--- src/hdl/lss_regs.svh ---
/*
  constants for the led start-up sequencer: register offsets, field positions,
  reset values and timing figures.
  assumes it is included by bare name from every design file that needs it.
*/
`ifndef LSS_REGS_SVH
`define LSS_REGS_SVH

// register byte offsets and the control reset value
`define LSS_CTRL_OFF       12'h000
`define LSS_STATUS_OFF     12'h004
`define LSS_CHAN_OFF       12'h008
`define LSS_CTRL_RST       32'h0000_0001
// control fields
`define LSS_CTRL_RUN_BIT   0
`define LSS_CTRL_SKIP_BIT  1
// status and channel word fields
`define LSS_ST_STATE_LSB   0
`define LSS_ST_SYNC_BIT    4
`define LSS_ST_FSHORT_BIT  5
`define LSS_ST_SSGAIN_BIT  6
`define LSS_ST_SSLIM_BIT   7
`define LSS_CH_UNUSED_LSB  0
`define LSS_CH_SHORT_LSB   4
// timing
`define LSS_CLK_MHZ        100
`define LSS_DETECT_CYC     1536
`define LSS_FSHORT_NS      4000
`define LSS_FREL_NS        7000
`define LSS_PAUSE_NS       5000
`define LSS_SYNC_LOSS_NS   4000
`define LSS_NS_TO_CYC(ns)  (((ns) * `LSS_CLK_MHZ) / 1000)
// figures carried for the analog side
`define LSS_SS_GAIN_AA     88
`define LSS_SS_LIM_MV      39
`define LSS_NCH            4

`endif

--- src/hdl/lss_pkg.sv ---
/*
  types shared by the led start-up sequencer files.
  assumes nothing beyond a systemverilog compiler.
*/
package lss_pkg;
  typedef enum logic [2:0] {
    LSS_OFF,
    LSS_WAIT_RISE,
    LSS_DETECT,
    LSS_SHORT_HOLD,
    LSS_SOFTSTART,
    LSS_REGULATE,
    LSS_FSET_FAULT
  } lss_state_e;
  typedef logic [3:0] lss_ch_t;
endpackage

--- src/hdl/lss_if.sv ---
/*
  interface carrying the sync pin supervisor results to the sequencer.
  assumes one clock domain shared by both ends.
*/
`timescale 1ns/1ns
interface lss_if;
  logic fsetShort;   // pin low past short-detect time
  logic fsetLongRel; // pulse: released after the long short
  logic extSync;     // external clock in use
  logic pause;       // changeover pause, switching held
  modport src (output fsetShort, output fsetLongRel, output extSync, output pause);
  modport dst (input fsetShort, input fsetLongRel, input extSync, input pause);
endinterface

--- src/hdl/lss_top.sv ---
/*
  led start-up sequencer top: enable and lockout gating, sink pin detection,
  soft start and regulation, and reaction to the frequency-set/sync pin.
  assumes comparator flags synchronous to clk, apb master on clk.
*/
// The APB register port and the register addresses were decided locally.
`timescale 1ns/1ns
`include "lss_regs.svh"
module lss_top (
  input  wire logic           clk,
  input  wire logic           rstn,
  input  wire logic           enable,
  input  wire logic           supplyAboveRise,
  input  wire lss_pkg::lss_ch_t sinkAboveDetect,
  input  wire lss_pkg::lss_ch_t sinkBelowShort,
  input  wire lss_pkg::lss_ch_t sinkAboveLed,
  input  wire logic           headroomOk,
  input  wire logic           freqSetSyncPin,
  input  wire logic           psel,
  input  wire logic           penable,
  input  wire logic           pwrite,
  input  wire logic [11:0]    paddr,
  input  wire logic [31:0]    pwdata,
  output      logic [31:0]    prdata,
  output      logic           pready,
  output      logic           pslverr,
  output      logic           switchEn,
  output      lss_pkg::lss_ch_t sinkEn,
  output      logic           softstartSinkGain,
  output      logic           softstartSenseLimit,
  output      logic           useExtClock
);
  import lss_pkg::*;

  lss_state_e  state;
  lss_state_e  next_state;
  logic        rstSync1;
  logic        rstSync2;
  logic [10:0] detCnt;
  lss_ch_t     unusedCh;
  lss_ch_t     shortCh;
  lss_ch_t     next_unusedCh;
  logic [31:0] ctrl;
  logic [31:0] status;
  logic [31:0] chan;
  logic        runOn;
  logic        skipDetect;
  logic        powered;
  lss_if       sw ();

  // reset release through two flops
  always_ff @(posedge clk or negedge rstn) begin
    if (!rstn) begin
      rstSync1 <= 1'b0;
      rstSync2 <= 1'b0;
    end else begin
      rstSync1 <= 1'b1;
      rstSync2 <= rstSync1;
    end
  end

  lss_sync_watch u_watch (
    .clk            (clk),
    .rstn           (rstSync2),
    .freqSetSyncPin (freqSetSyncPin),
    .wo             (sw.src)
  );

  lss_apb_regs u_regs (
    .clk     (clk),
    .rstn    (rstSync2),
    .psel    (psel),
    .penable (penable),
    .pwrite  (pwrite),
    .paddr   (paddr),
    .pwdata  (pwdata),
    .prdata  (prdata),
    .pready  (pready),
    .pslverr (pslverr),
    .ctrl    (ctrl),
    .status  (status),
    .chan    (chan)
  );

  assign runOn      = ctrl[`LSS_CTRL_RUN_BIT];
  assign skipDetect = ctrl[`LSS_CTRL_SKIP_BIT];
  assign powered    = enable && supplyAboveRise && runOn;

  // next state
  always_comb begin
    next_state = state;
    case (state)
      LSS_OFF: begin
        if (powered) begin
          next_state = skipDetect ? LSS_SOFTSTART : LSS_WAIT_RISE;
        end
      end
      LSS_WAIT_RISE: begin
        if (|sinkBelowShort) begin
          next_state = LSS_SHORT_HOLD;
        end else if (|sinkAboveDetect) begin
          next_state = LSS_DETECT;
        end
      end
      LSS_DETECT: begin
        if (detCnt == 11'(`LSS_DETECT_CYC - 1)) begin
          next_state = (|(sinkBelowShort & ~unusedCh)) ? LSS_SHORT_HOLD : LSS_SOFTSTART;
        end
      end
      LSS_SHORT_HOLD: begin
        if (!(|(sinkBelowShort & ~unusedCh)) && |(shortCh & sinkAboveLed)) begin
          next_state = LSS_DETECT;
        end else if (!(|(sinkBelowShort & ~unusedCh)) && shortCh == 4'h0) begin
          next_state = LSS_DETECT;
        end
      end
      LSS_SOFTSTART: begin
        if (headroomOk) begin
          next_state = LSS_REGULATE;
        end
      end
      LSS_REGULATE: begin
        next_state = LSS_REGULATE;
      end
      LSS_FSET_FAULT: begin
        if (sw.fsetLongRel) begin
          next_state = LSS_SOFTSTART;
        end else if (!sw.fsetShort && !sw.extSync) begin
          next_state = LSS_WAIT_RISE;
        end
      end
      default: next_state = LSS_OFF;
    endcase
    if (sw.fsetShort && state != LSS_OFF) begin
      next_state = LSS_FSET_FAULT;
    end
    if (!powered) begin
      next_state = LSS_OFF;
    end
  end

  // state register
  always_ff @(posedge clk or negedge rstSync2) begin
    if (!rstSync2) begin
      state <= LSS_OFF;
    end else begin
      state <= next_state;
    end
  end

  // detection timer
  always_ff @(posedge clk or negedge rstSync2) begin
    if (!rstSync2) begin
      detCnt <= 11'h000;
    end else if (state == LSS_DETECT) begin
      detCnt <= detCnt + 11'h001;
    end else begin
      detCnt <= 11'h000;
    end
  end

  // classification that takes effect at the end of detection; the sink
  // enables use it too, so an unused pin is never switched on for a cycle once detection has run; with detection skipped all four sinks come on
  always_comb begin
    if (state == LSS_OFF) begin
      next_unusedCh = 4'h0;
    end else if (state == LSS_DETECT && detCnt == 11'(`LSS_DETECT_CYC - 1)) begin
      next_unusedCh = ~sinkBelowShort & ~sinkAboveLed;
    end else begin
      next_unusedCh = unusedCh;
    end
  end

  // channel classification during detection
  always_ff @(posedge clk or negedge rstSync2) begin
    if (!rstSync2) begin
      unusedCh <= 4'h0;
      shortCh  <= 4'h0;
    end else if (state == LSS_OFF) begin
      unusedCh <= 4'h0;
      shortCh  <= 4'h0;
    end else if (state == LSS_DETECT && detCnt == 11'(`LSS_DETECT_CYC - 1)) begin
      unusedCh <= next_unusedCh;
      shortCh  <= sinkBelowShort;
    end else if (state == LSS_SHORT_HOLD) begin
      shortCh <= shortCh & ~sinkAboveLed;
    end
  end

  // drive outputs from flops
  always_ff @(posedge clk or negedge rstSync2) begin
    if (!rstSync2) begin
      switchEn            <= 1'b0;
      sinkEn              <= 4'h0;
      softstartSinkGain   <= 1'b0;
      softstartSenseLimit <= 1'b0;
      useExtClock         <= 1'b0;
    end else begin
      useExtClock <= sw.extSync;
      softstartSinkGain   <= (next_state == LSS_SOFTSTART);
      softstartSenseLimit <= (next_state == LSS_SOFTSTART);
      if ((next_state == LSS_SOFTSTART || next_state == LSS_REGULATE) && !sw.pause) begin
        switchEn <= 1'b1;
        sinkEn   <= ~next_unusedCh;
      end else begin
        switchEn <= 1'b0;
        sinkEn   <= (next_state == LSS_SOFTSTART || next_state == LSS_REGULATE)
                    ? ~next_unusedCh : 4'h0;
      end
    end
  end

  // status words
  assign status = {24'h00_0000, softstartSenseLimit, softstartSinkGain, sw.fsetShort,
                   sw.extSync, 1'b0, state};
  assign chan   = {24'h00_0000, shortCh, unusedCh};
endmodule

--- src/hdl/lss_sync_watch.sv ---
/*
  watches the frequency-set/sync pin: short to ground, long release, and
  presence of an external clock with a changeover pause.
  assumes the pin level is synchronous to clk and the clock is an internal
  time base independent of switching.
*/
`timescale 1ns/1ns
`include "lss_regs.svh"
module lss_sync_watch (
  input  wire logic clk,
  input  wire logic rstn,
  input  wire logic freqSetSyncPin,
  lss_if.src        wo
);
  import lss_pkg::*;
  localparam int SHORT_CYC = `LSS_NS_TO_CYC(`LSS_FSHORT_NS);
  localparam int REL_CYC   = `LSS_NS_TO_CYC(`LSS_FREL_NS);
  localparam int PAUSE_CYC = `LSS_NS_TO_CYC(`LSS_PAUSE_NS);
  localparam int LOSS_CYC  = `LSS_NS_TO_CYC(`LSS_SYNC_LOSS_NS);

  logic [9:0] lowCnt;
  logic [9:0] highCnt;
  logic [9:0] pauseCnt;
  logic       pinDly;
  logic       longShort;

  // low-time counter on the internal time base
  always_ff @(posedge clk or negedge rstn) begin
    if (!rstn) begin
      lowCnt <= 10'h000;
    end else if (freqSetSyncPin) begin
      lowCnt <= 10'h000;
    end else if (lowCnt != 10'h3FF) begin
      lowCnt <= lowCnt + 10'h001;
    end
  end

  // high-time counter, detects loss of the external clock
  always_ff @(posedge clk or negedge rstn) begin
    if (!rstn) begin
      highCnt <= 10'h000;
    end else if (!freqSetSyncPin) begin
      highCnt <= 10'h000;
    end else if (highCnt != 10'h3FF) begin
      highCnt <= highCnt + 10'h001;
    end
  end

  // short flag and release classification
  always_ff @(posedge clk or negedge rstn) begin
    if (!rstn) begin
      pinDly      <= 1'b1;
      longShort   <= 1'b0;
      wo.fsetLongRel <= 1'b0;
    end else begin
      pinDly <= freqSetSyncPin;
      wo.fsetLongRel <= freqSetSyncPin && !pinDly && longShort;
      if (freqSetSyncPin) begin
        longShort <= 1'b0;
      end else if (lowCnt >= 10'(REL_CYC)) begin
        longShort <= 1'b1;
      end
    end
  end

  // pin short beyond the short-detect time
  assign wo.fsetShort = (lowCnt >= 10'(SHORT_CYC));

  // external clock seen as edges; lost once a level stands too long
  always_ff @(posedge clk or negedge rstn) begin
    if (!rstn) begin
      wo.extSync <= 1'b0;
      pauseCnt   <= 10'h000;
    end else begin
      if (!wo.extSync && !freqSetSyncPin && pinDly) begin
        wo.extSync <= 1'b1;
        pauseCnt   <= 10'(PAUSE_CYC);
      end else if (wo.extSync && (highCnt >= 10'(LOSS_CYC) || lowCnt >= 10'(LOSS_CYC))) begin
        wo.extSync <= 1'b0;
        pauseCnt   <= 10'(PAUSE_CYC);
      end else if (pauseCnt != 10'h000) begin
        pauseCnt <= pauseCnt - 10'h001;
      end
    end
  end

  assign wo.pause = (pauseCnt != 10'h000);
endmodule

--- src/hdl/lss_apb_regs.sv ---
/*
  apb slave holding the sequencer's control word and showing its status.
  assumes a standard apb master; zero wait states; unmapped reads give zero
  and raise pslverr.
*/
`timescale 1ns/1ns
`include "lss_regs.svh"
module lss_apb_regs (
  input  wire logic        clk,
  input  wire logic        rstn,
  input  wire logic        psel,
  input  wire logic        penable,
  input  wire logic        pwrite,
  input  wire logic [11:0] paddr,
  input  wire logic [31:0] pwdata,
  output      logic [31:0] prdata,
  output      logic        pready,
  output      logic        pslverr,
  output      logic [31:0] ctrl,
  input  wire logic [31:0] status,
  input  wire logic [31:0] chan
);
  function automatic logic mapped(input logic [11:0] a);
    return a == `LSS_CTRL_OFF || a == `LSS_STATUS_OFF || a == `LSS_CHAN_OFF;
  endfunction

  assign pready  = 1'b1;
  assign pslverr = psel && penable && !mapped(paddr);

  // control write on the access edge
  always_ff @(posedge clk or negedge rstn) begin
    if (!rstn) begin
      ctrl <= `LSS_CTRL_RST;
    end else if (psel && penable && pwrite && paddr == `LSS_CTRL_OFF) begin
      ctrl <= pwdata;
    end
  end

  // read data captured in the setup cycle, so it stands through the access
  always_ff @(posedge clk or negedge rstn) begin
    if (!rstn) begin
      prdata <= 32'h0000_0000;
    end else if (psel && !penable) begin
      case (paddr)
        `LSS_CTRL_OFF:   prdata <= ctrl;
        `LSS_STATUS_OFF: prdata <= status;
        `LSS_CHAN_OFF:   prdata <= chan;
        default:         prdata <= 32'h0000_0000;
      endcase
    end
  end
endmodule

--- config.mk ---
export PLATFORM = sky130hd
export DESIGN_NAME = lss_top
export DESIGN_NICKNAME = d
export VERILOG_FILES = /design/src/hdl/lss_pkg.sv /design/src/hdl/lss_if.sv /design/src/hdl/lss_top.sv /design/src/hdl/lss_sync_watch.sv /design/src/hdl/lss_apb_regs.sv
export VERILOG_INCLUDE_DIRS = /design/src /design/src/hdl
export SDC_FILE = /design/constraint.sdc
export NUM_CORES = 1
export LEC_CHECK = 0
export ABC_CLOCK_PERIOD_IN_PS = 7100
export BUFFER_PORTS_ARGS = -buffer_cell sky130_fd_sc_hd__buf_4
export CORE_ASPECT_RATIO = 0.5
export CORE_MARGIN = 4
export CORE_UTILIZATION = 45
export CTS_BUF_LIST = sky130_fd_sc_hd__clkbuf_16
export CTS_CLUSTER_SIZE = 14
export DETAILED_ROUTE_END_ITERATION = 10
export PLACE_DENSITY = 0.77
export REMOVE_ABC_BUFFERS = 1
export SLEW_MARGIN = 20
export SYNTH_ARGS = -nofsm -noshare
export SYNTH_HDL_FRONTEND = slang
export SYNTH_SLANG_ARGS = --single-unit
--- constraint.sdc ---
create_clock -name clk -period 7.1 [get_ports clk]
set_input_delay 1.065 -clock clk [delete_from_list [all_inputs] [get_ports clk]]
set_output_delay 1.065 -clock clk [all_outputs]
set_load 0.005 [all_outputs]
Word-level counts from Yosys, hierarchy flattened
Cells that the tools add are included.
{"block": "word_totals", "regBits": 129, "output_inout_bits": 42, "word_cells": 129}
{"block": "op_classes", "addsub": 4, "magnitude_cmp": 3, "eq_ne": 14, "n_mux": 36, "n_bitwise": 8, "reduce_logical": 45}
{"cell": "$pmux W32 S3", "n": 1}
{"cell": "$mux W10", "n": 7}
{"cell": "$mux W3", "n": 12}
{"cell": "$mux W4", "n": 9}
{"cell": "$pmux W3 S7", "n": 1}
{"cell": "$add A10 B1 Y10 const B", "n": 2}
{"cell": "$ge A10 B9 Y1 const B", "n": 2}
{"cell": "$ne A10 B10 Y1 const B", "n": 2}
{"cell": "$logic_and A1 B1 Y1", "n": 18}
{"cell": "$and A4 B4 Y4", "n": 4}
{"cell": "$not A4 Y4", "n": 4}
{"cell": "$reduce_or A4 Y1", "n": 4}
{"cell": "$eq A3 B3 Y1 const B", "n": 5}
{"cell": "$eq A12 B3 Y1 const B", "n": 1}
{"cell": "$eq A12 B4 Y1 const B", "n": 1}
{"cell": "$logic_not A12 Y1", "n": 1}
{"cell": "$add A11 B1 Y11 const B", "n": 1}
{"cell": "$eq A11 B11 Y1 const B", "n": 1}
{"cell": "$mux W11", "n": 1}
{"cell": "$ge A10 B10 Y1 const B", "n": 1}
{"cell": "$reduce_bool A10 Y1", "n": 1}
{"cell": "$sub A10 B1 Y10 const B", "n": 1}
{"cell": "$reduce_bool A3 Y1", "n": 3}
{"cell": "$logic_not A1 Y1", "n": 8}
{"cell": "other kinds (8)", "n": 19}

Longest topological paths before layout
Gate-level depths: netlist (run 1).
{"block": "logic_depth", "word_depth": 14, "ltp_mapped": 8, "mapped_depth_nobuf": 7}

By module
A second synthesis (run 1) with hierarchy kept.
{"block": "unflattened", "hier_cells": 607, "area_unflattened_um2": 6493.7}
{"mod": "lss_apb_regs", "instances": 1, "cells_each": 257, "area_each_um2": 3188.1, "seq_area_each_um2": 1602.8}
{"mod": "lss_sync_watch", "instances": 1, "cells_each": 190, "area_each_um2": 1791.7, "seq_area_each_um2": 852.1}
{"mod": "lss_top", "instances": 1, "cells_each": 160, "area_each_um2": 1514.0, "seq_area_each_um2": 775.7}

Least setup slack after synthesis (run 1)
No wires, ideal clock.
{"block": "synth_path", "path_kind": "input-to-output", "start": "input paddr[3]", "end": "output pslverr", "arrival_ns": 1.795, "setup_slack_ns": 4.240, "cell_stages": 3, "cell_sequence": "buf_1 > a21o_1 > and3_1"}
{"block": "synth_between", "elab_chain_len": 5, "word_cells_on_any_way": 7, "cone_classes": "2 x eq/ne; 5 x reduce/logical"}
{"item": "from (decl)", "line": "lss_top.sv:22", "text": "input wire logic [11:0] paddr,"}
{"item": "$eq A12 B3 Y1 (no source line) / $logic_not A12 Y1 (equally long branches)"}
{"item": "$logic_or A1 B1 Y1 (no source line)"}
{"item": "$logic_or A1 B1 Y1 (no source line) *"}
{"item": "$logic_not A1 Y1 *", "line": "lss_apb_regs.sv:28", "text": "assign pslverr = psel && penable && !mapped(paddr);"}
{"item": "$logic_and A1 B1 Y1 *", "line": "lss_apb_regs.sv:28"}
{"item": "to (decl)", "line": "lss_top.sv:26", "text": "output logic pslverr,"}
Every way passes the cells marked *; elsewhere a longest branch is shown, timed or not.

Final worst setup path (run 1)
{"block": "layout_path", "start": "input paddr[7]", "end": "output pslverr"}
The elaborated chain is that of the path after synthesis.

==> key figures, run 1 <==
Setup path
  • Critical Path RT: 6030 ps
  • Worst-path maximum fanout: 3
  • Crit end category: primary output
  • Reg2Reg Depth: 5
  • R2R setup slack: 4710 ps
  • Worst flop-to-flop path startpoint: u_watch.lowCnt[6]
  • Crit path launch type: primary input
  • Crit path kind: in -> out
  • CP arrival: about 2200 ps
  • RR Endpoint: u_watch.pauseCnt[6]

Drt
  • Drt first pass iters: 4
  • Vias: about 4300
  • Final wirelength: 13.0 mm
  • WL met3: ~850 um
  • Met2 WL post-DR: ~6.3 mm
  • Met1 wire length: 5.73 mm
  • DR iter-0 viols: 339
  • DR top layer: met4
  • WL per Instance: 16.5 um
  • Routed Antenna Nets: 0
  • DRC violations left: 0
  • Vias per cell: 5.41

Floorplanning
  • Starting Density: 45.9%
  • Die X-Extent: 169 um
  • Die height: 88.3 um
  • Die area: 14900 um2
  • Num rows: 29
  • IO Count: 107
  • Core area: 12700 um2

Cells and area
  • Share of post-route cells with drive strength above 1: 30.8%
  • Post-route insts no fill: 793
  • Commonest non-fill, non-tap cell in the layout: dfrtp_1
  • NumNets Final: ~700
  • Synthesis-to-finish area growth: 26.6%
  • Antenna diodes: 0
  • Most frequent cells in the layout: dfrtp_1 (126), buf_4 (109), nor2_1 (48)

Power and ir drop
  • Comb pwr share: between 6 and 7%
  • Sw Pwr: around 0.00043 W
  • PwrDens: between 200 and 300 nW/um2
  • Sequential power share: 43.0%
  • Int Power: around 0.0014 W
  • Leak Pwr: 3.50 nW
  • Peak VDD IR: 170 uV
  • Net Sw Frac: about 23%
  • Clock share of power: 50.3%

Synth
  • Unique masters post-synth: 64
  • Cell taking the most area after synthesis: dfrtp_1
  • Share of async-settable or async-resettable flops after synthesis: 100%
  • Cell Area, Synth: 5810 um2
  • Post-Syn Area per Cell: between 10 and 15 um2
  • Gate Count Post-Synth: about 510
  • Top_reg_cell synth: dfrtp_1
  • Synth Warn #: 0
  • Post-synth top area share: 54.7%
  • Register bit total from synthesis: 129
  • Post-synth EDFFs: 0
  • Largest cells by area after synthesis: dfrtp_1 (55%), mux2_2 (6.0%), a22o_1 (3.6%)
  • Sequential-to-total area share from yosys stat: 55.6%

Min path
  • Worst hold endpoint: rstSync2
  • Min-delay src: rstSync1
  • Hold depth: 0
  • Tightest Hold Check Type: reg -> reg

Clock tree
  • CTS tree: done
  • CTS H-tree lvls: 4
  • Max Buffers Root-to-Sink: 2
  • Hold buffers post-CTS: 0
  • Post-CTS Setup Bufs: 0
  • Clock Tree Root: clkbuf_16
  • Reg clk slew, reported paths: approximately 60 ps
  • Clock sinks: 129
  • Post-CTS resize count: 0
  • Clk_lat worst skew: around 410 ps
  • CTS Buf Count: 17

STA
  • Tcrit/Tclk final: 45.3%
  • Endpoints failing setup: 0
  • Skew final: 7.26 ps
  • Relative slew slack: between 40 and 50%
  • RSZ-0062 raised after global routing: no
  • Final hold violations: 0
  • Max Fclk: 311 MHz
  • Setup TNS: 0 ps
  • Final-report max-slew violation count: 0
  • Slew @ Worst Pin: 824 ps
  • Final hold slack: between 300 and 400 ps
  • Final worst path period need: 3210 ps

Placed design
  • # port buffers: 105
  • Routability cong.: around 0.80
  • Dpl cells: between 700 and 800
  • Post-DP HPWL: 9.00 mm

Global route
  • First-pass GRT wire length: 21.3 mm
  • Antenna violations before repair: 0
  • Overall routing resource usage: a little under a fifth
  • Largest net degree at the start of global routing: 67
  • Vias in the first global route: approximately 4300
  • Gr ovfl total: 0

Status
  • Outcome: complete, no violations

Run
  • MaxCap Viol Count: 0
-- cells in the mapped netlist, types with 5 or more instances --
cell type and number:
nand3_1 13, ha_1 6, nor2_1 48, a2bb2oi_1 7, a21oi_1 10, mux2i_1 11
dfrtp_1 127, buf_4 5, inv_1 17, nand4_1 13, and3_1 9, nand2_1 29
nand2b_1 8, xnor2_1 11, a22o_1 24, xor2_1 15, nor3_1 10, or4_1 6
o21ai_0 14, mux2_2 31, clkbuf_1 11
-- worst max-delay path by stage --
stage	from	end	slack, ps	cells past startpoint
after floorplan	rstSync2	detCnt[0]	3240	0
final	paddr[7]	pslverr	3890	6
after global routing	paddr[7]	pslverr	3780	6
after global placement	paddr[1]	u_regs.ctrl[9]	3660	7
after CTS	paddr[7]	pslverr	3870	6
after detailed placement	paddr[7]	u_regs.ctrl[31]	3590	7
-- final cells by class --
class	count	area [um2]
Tap cell	170	213
Inverter	17	63.8
Fill cell	1012	5310
Clock buffer	17	425
Sequential cell	129	3230
Timing Repair Buffer	109	818
Clock inverter	15	210
Multi-Input combinational cell	336	2390
-- registers in the layout, summed over array words and instances, names as in the netlist, 10 cells and up --
| register | cells |
|---|---|
| detCnt | 11 |
| u_watch.highCnt | 10 |
| u_watch.pauseCnt | 10 |
| u_regs.ctrl | 32 |
| u_regs.prdata | 32 |
| u_watch.lowCnt | 10 |
-- power by group through the flow --
| stage | logic, W | clock network [W] | registers (W) |
|---|---|---|---|
| floorplan | 0.0000663 | 0 | 0.000803 |
| global placement | 0.000118 | 0 | 0.000805 |
| detailed placement | 0.000124 | 0 | 0.000806 |
| CTS | 0.000125 | 0.000945 | 0.000794 |
| global route | 0.000138 | 0.000989 | 0.000799 |
| finish | 0.000123 | 0.000928 | 0.000794 |
-- cells by family (layout without fill, tap and decap cells) --
kind of cell / count (synthesis) / count (layout) / share of synthesized area (%)
simple gates: 170 / 170 / 15.7
flops: 129 / 129 / 55.6
compound gates: 89 / 89 / 11.8
mux: 43 / 43 / 8.10
buf+inv: 41 / 158 / 3.45
xor+xnor: 26 / 26 / 3.92
fa+ha+maj: 6 / 6 / 1.29
other cells: 1 / 2 / 0.0646
-- critical path, cell delays in order --
cell,delay [ps]
buf_4,100
nor4_1,270
nand3_1,200
a21o_1,200
and3_1,180
buf_4,130
-- through the flow --
stage	power, W	utilization (%)	instance area (um2)	setup WS (ps)
2_1_floorplan	0.000869	-	5680	3240
3_3_place_gp	0.000922	53.0	6720	3660
3_5_place_dp	0.000930	53.0	6720	3590
4_1_cts	0.00186	58.1	7350	3870
5_1_grt	0.00193	58.1	7350	3780
6_report	0.00184	58.1	7350	3890
-- metal layers --
metal	up-vias	global-route usage [%]
met2	133	30.2
met3	13	4.86
met5	-	0
met4	0	6.33
met1	2108	23.2
li1	2034	-
Note: power is estimated with default switching activity, not from simulation.
==> run 2, diff against run 1 <==
--- a/config.mk
+++ b/config.mk
@@ -6,7 +6,7 @@
 export SDC_FILE = /design/constraint.sdc
 export NUM_CORES = 1
 export LEC_CHECK = 0
-export ABC_CLOCK_PERIOD_IN_PS = 7100
+export ABC_CLOCK_PERIOD_IN_PS = 3100
 export BUFFER_PORTS_ARGS = -buffer_cell sky130_fd_sc_hd__buf_4
 export CORE_ASPECT_RATIO = 0.5
 export CORE_MARGIN = 4
==> constraint.sdc (replaced) <==
create_clock -name clk -period 3.1 [get_ports clk]
set_input_delay 0.465 -clock clk [delete_from_list [all_inputs] [get_ports clk]]
set_output_delay 0.465 -clock clk [all_outputs]
set_load 0.005 [all_outputs]
==> run 2 against run 1 <==
Wire length rose by 0.79%. Clock-buffer cell count unchanged. Utilization grew 0.34 points. Final area grew 0.58%. Critical path depth is 1 lower. First-iteration DRC count shrank 11%. Setup slack got worse by 3200 ps. Power is 130% higher. Hold slack lost 160 ps. Clock power up 130%. Sequential cell count is the same. Clock skew is 3.5 ps higher. Critical path type is now reg -> reg. Largest cell class unchanged.
==> key figures, run 2 (synthesized netlist as in run 1, its figures left out) <==
Status
  • Outcome: complete, no violations

Cells and area
  • Fillers: 1044 (+3.2%)
  • Share of post-route cells with drive strength above 1: 30.9% (+0.061 points)
  • Regs by FF count: u_regs.ctrl (32), u_regs.prdata (32), detCnt (11)
  • Synthesis-to-finish area growth: 27.3%
  • Antenna diodes: 0 (unchanged)
  • Post-route insts no fill: 795 (+0.25%)
  • NumNets Final: 683 (+0.29%)
  • Commonest non-fill, non-tap cell in the layout: dfrtp_1
  • Most frequent cells in the layout: dfrtp_1 (126), buf_4 (108), nor2_1 (48)

STA
  • Final-report max-slew violation count: 0 (unchanged)
  • Slew @ Worst Pin: 788 ps (-36.0 ps)
  • Max Fclk: 422 MHz
  • Final worst path period need: 2370 ps
  • Endpoints failing setup: 0 (unchanged)
  • Tcrit/Tclk final: 76.5%
  • Skew final: 10.7 ps (+3.47 ps)
  • Setup TNS: 0 ps (unchanged)
  • Final hold violations: 0 (unchanged)
  • Relative slew slack: 47.4% (+2.3 points)
  • RSZ-0062 raised after global routing: no

Min path
  • Tightest Hold Check Type: reg -> async

Power and ir drop
  • Peak VDD IR: 431 uV (+150%)
  • PwrDens: 573 nW/um2 (+130%)
  • Leak Pwr: 3.51 nW (+0.46%)
  • Pwr Total: 0.00424 W (+130%)

Placed design
  • # port buffers: 105 (unchanged)
  • Post-DP HPWL: 9.07 mm (+0.75%)
  • Routability cong.: 0.818 (+2.7%)
  • Dpl cells: 762 (+0.13%)

Floorplanning
  • Die height: 88.3 um (unchanged)
  • IO Count: 107 (unchanged)
  • Starting Density: 45.9% (unchanged)
  • Num rows: 29 (unchanged)
  • Core area: 12700 um2 (unchanged)
  • Die area: 14900 um2 (unchanged)
  • Die X-Extent: 169 um (unchanged)

Drt
  • DR iter-0 viols: 303 (-11%)
  • WL per Instance: 16.5 um (+0.54%)
  • DRC violations left: 0 (unchanged)
  • Vias per cell: 5.46 (+0.96%)
  • Final wirelength: 13.1 mm (+0.79%)
  • Vias: 4340 (+1.2%)
  • Drt first pass iters: 4 (unchanged)
  • Routed Antenna Nets: 0 (unchanged)

Setup path
  • Crit path kind: reg -> reg
  • Worst path top cell family by delay: simple AND/OR/NAND/NOR gates
  • CP max stage delay: 690 ps (+420 ps)
  • CP arrival: 2630 ps (+480 ps)
  • Cell Chain, Critical Path: or3b_4, or4_4, a22oi_1, o311a_2, nor2_1
  • Slowest cell on the critical path: or4_4
  • Worst-path maximum fanout: 15 (+12)
  • Critical Path RT: 3360 ps (-2670 ps)
  • Crit end category: flop
  • Worst path bufs/invs: 0 (-2)
  • Crit path launch type: flop

Clock tree
  • CTS H-tree lvls: 4 (unchanged)
  • CTS tree: done
  • Reg clk slew, reported paths: 60 ps (about the same)
  • Max Buffers Root-to-Sink: 2 (unchanged)
  • Clock sinks: 129 (unchanged)
  • Post-CTS Setup Bufs: 0 (unchanged)
  • Clock Tree Root: clkbuf_16
  • CTS Buf Count: 17 (unchanged)
  • Clk_lat worst skew: 410 ps (about the same)

Global route
  • Antenna violations before repair: 0 (unchanged)
  • First-pass GRT wire length: 21.7 mm (+1.5%)
  • Overall routing resource usage: 18.2% (+0.14 points)
  • Largest net degree at the start of global routing: 67 (unchanged)
  • Vias in the first global route: 4285 (-0.23%)
  • Gr ovfl total: 0 (unchanged)

Run
  • MaxCap Viol Count: 0 (unchanged)
[run 2: cell types whose count changed in the layout (fill, tap and decap cells not counted)]
cell / change
buf_12: +2
buf_4: -1
dlygate4sd3_1: +1
[run 2: layout make-up]
| class | instances | area, um2 | share of cell area (%) |
|---|---|---|---|
| flip-flops and latches | 129 | 3230 | 43.7 |
| multi-input cells | 336 | 2390 | 32.3 |
| repair buffers | 111 | 861 | 11.6 |
| clock buffers | 17 | 425 | 5.75 |
| well taps | 170 | 213 | 2.88 |
| clock inverters | 15 | 210 | 2.84 |
| inverters | 17 | 63.8 | 0.863 |
[run 2: per-stage QoR]
step	util [%]	hold slack [ps]	setup WS, ps	area (um2)
floorplan	-	169	-757	5680
global placement	53.3	210	665	6750
detailed placement	53.3	213	603	6750
CTS	58.4	219	756	7400
global route	58.4	230	556	7400
finish	58.4	210	729	7400
[run 2: worst paths after layout]
kind	startpoint	to	slack (ps)	cells after the start
setup / recovery	state[1]	softstartSenseLimit	730	5
hold / removal	rstSync2	u_regs.prdata[21]	210	0
setup reg to reg	state[1]	softstartSenseLimit	730	5
hold reg to reg	rstSync2	u_regs.prdata[21]	210	0
max in group asynchronous	rstSync2	u_watch.pinDly	2040	1
min in group clk	freqSetSyncPin	u_watch.pinDly	240	1
[run 2: routing by layer]
| layer | GRT usage [%] | up-vias | share of wire (%) |
|---|---|---|---|
| met2 | 31.0 | 102 | 49 |
| met5 | 0 | - | 0 |
| li1 | - | 2029 | - |
| met4 | 6.63 | 0 | 1.4 |
| met1 | 23.4 | 2193 | 45 |
| met3 | 4.19 | 16 | 4.8 |
[run 2: power by group]
| group | internal [W] | switching (W) |
|---|---|---|
| Clock | 0.00136 | 0.000773 |
| Combinational | 0.000144 | 0.000155 |
| Sequential | 0.00174 | 0.0000641 |
| Total | 0.00325 | 0.000992 |
[run 2: worst reg2reg max path: cells and delay by family (launching register included)]
| family | cells | cell delay, ps |
|---|---|---|
| AND/OR/NAND/NOR | 3 | 1270 |
| flip-flops | 1 | 560 |
| AO/OA/AOI/OAI | 2 | 390 |
[run 2: timing repair]
item	4_1_cts	5_1_grt
gates resized for setup	0	0
endpoints found under the hold margin	2	0
hold buffers	1	0
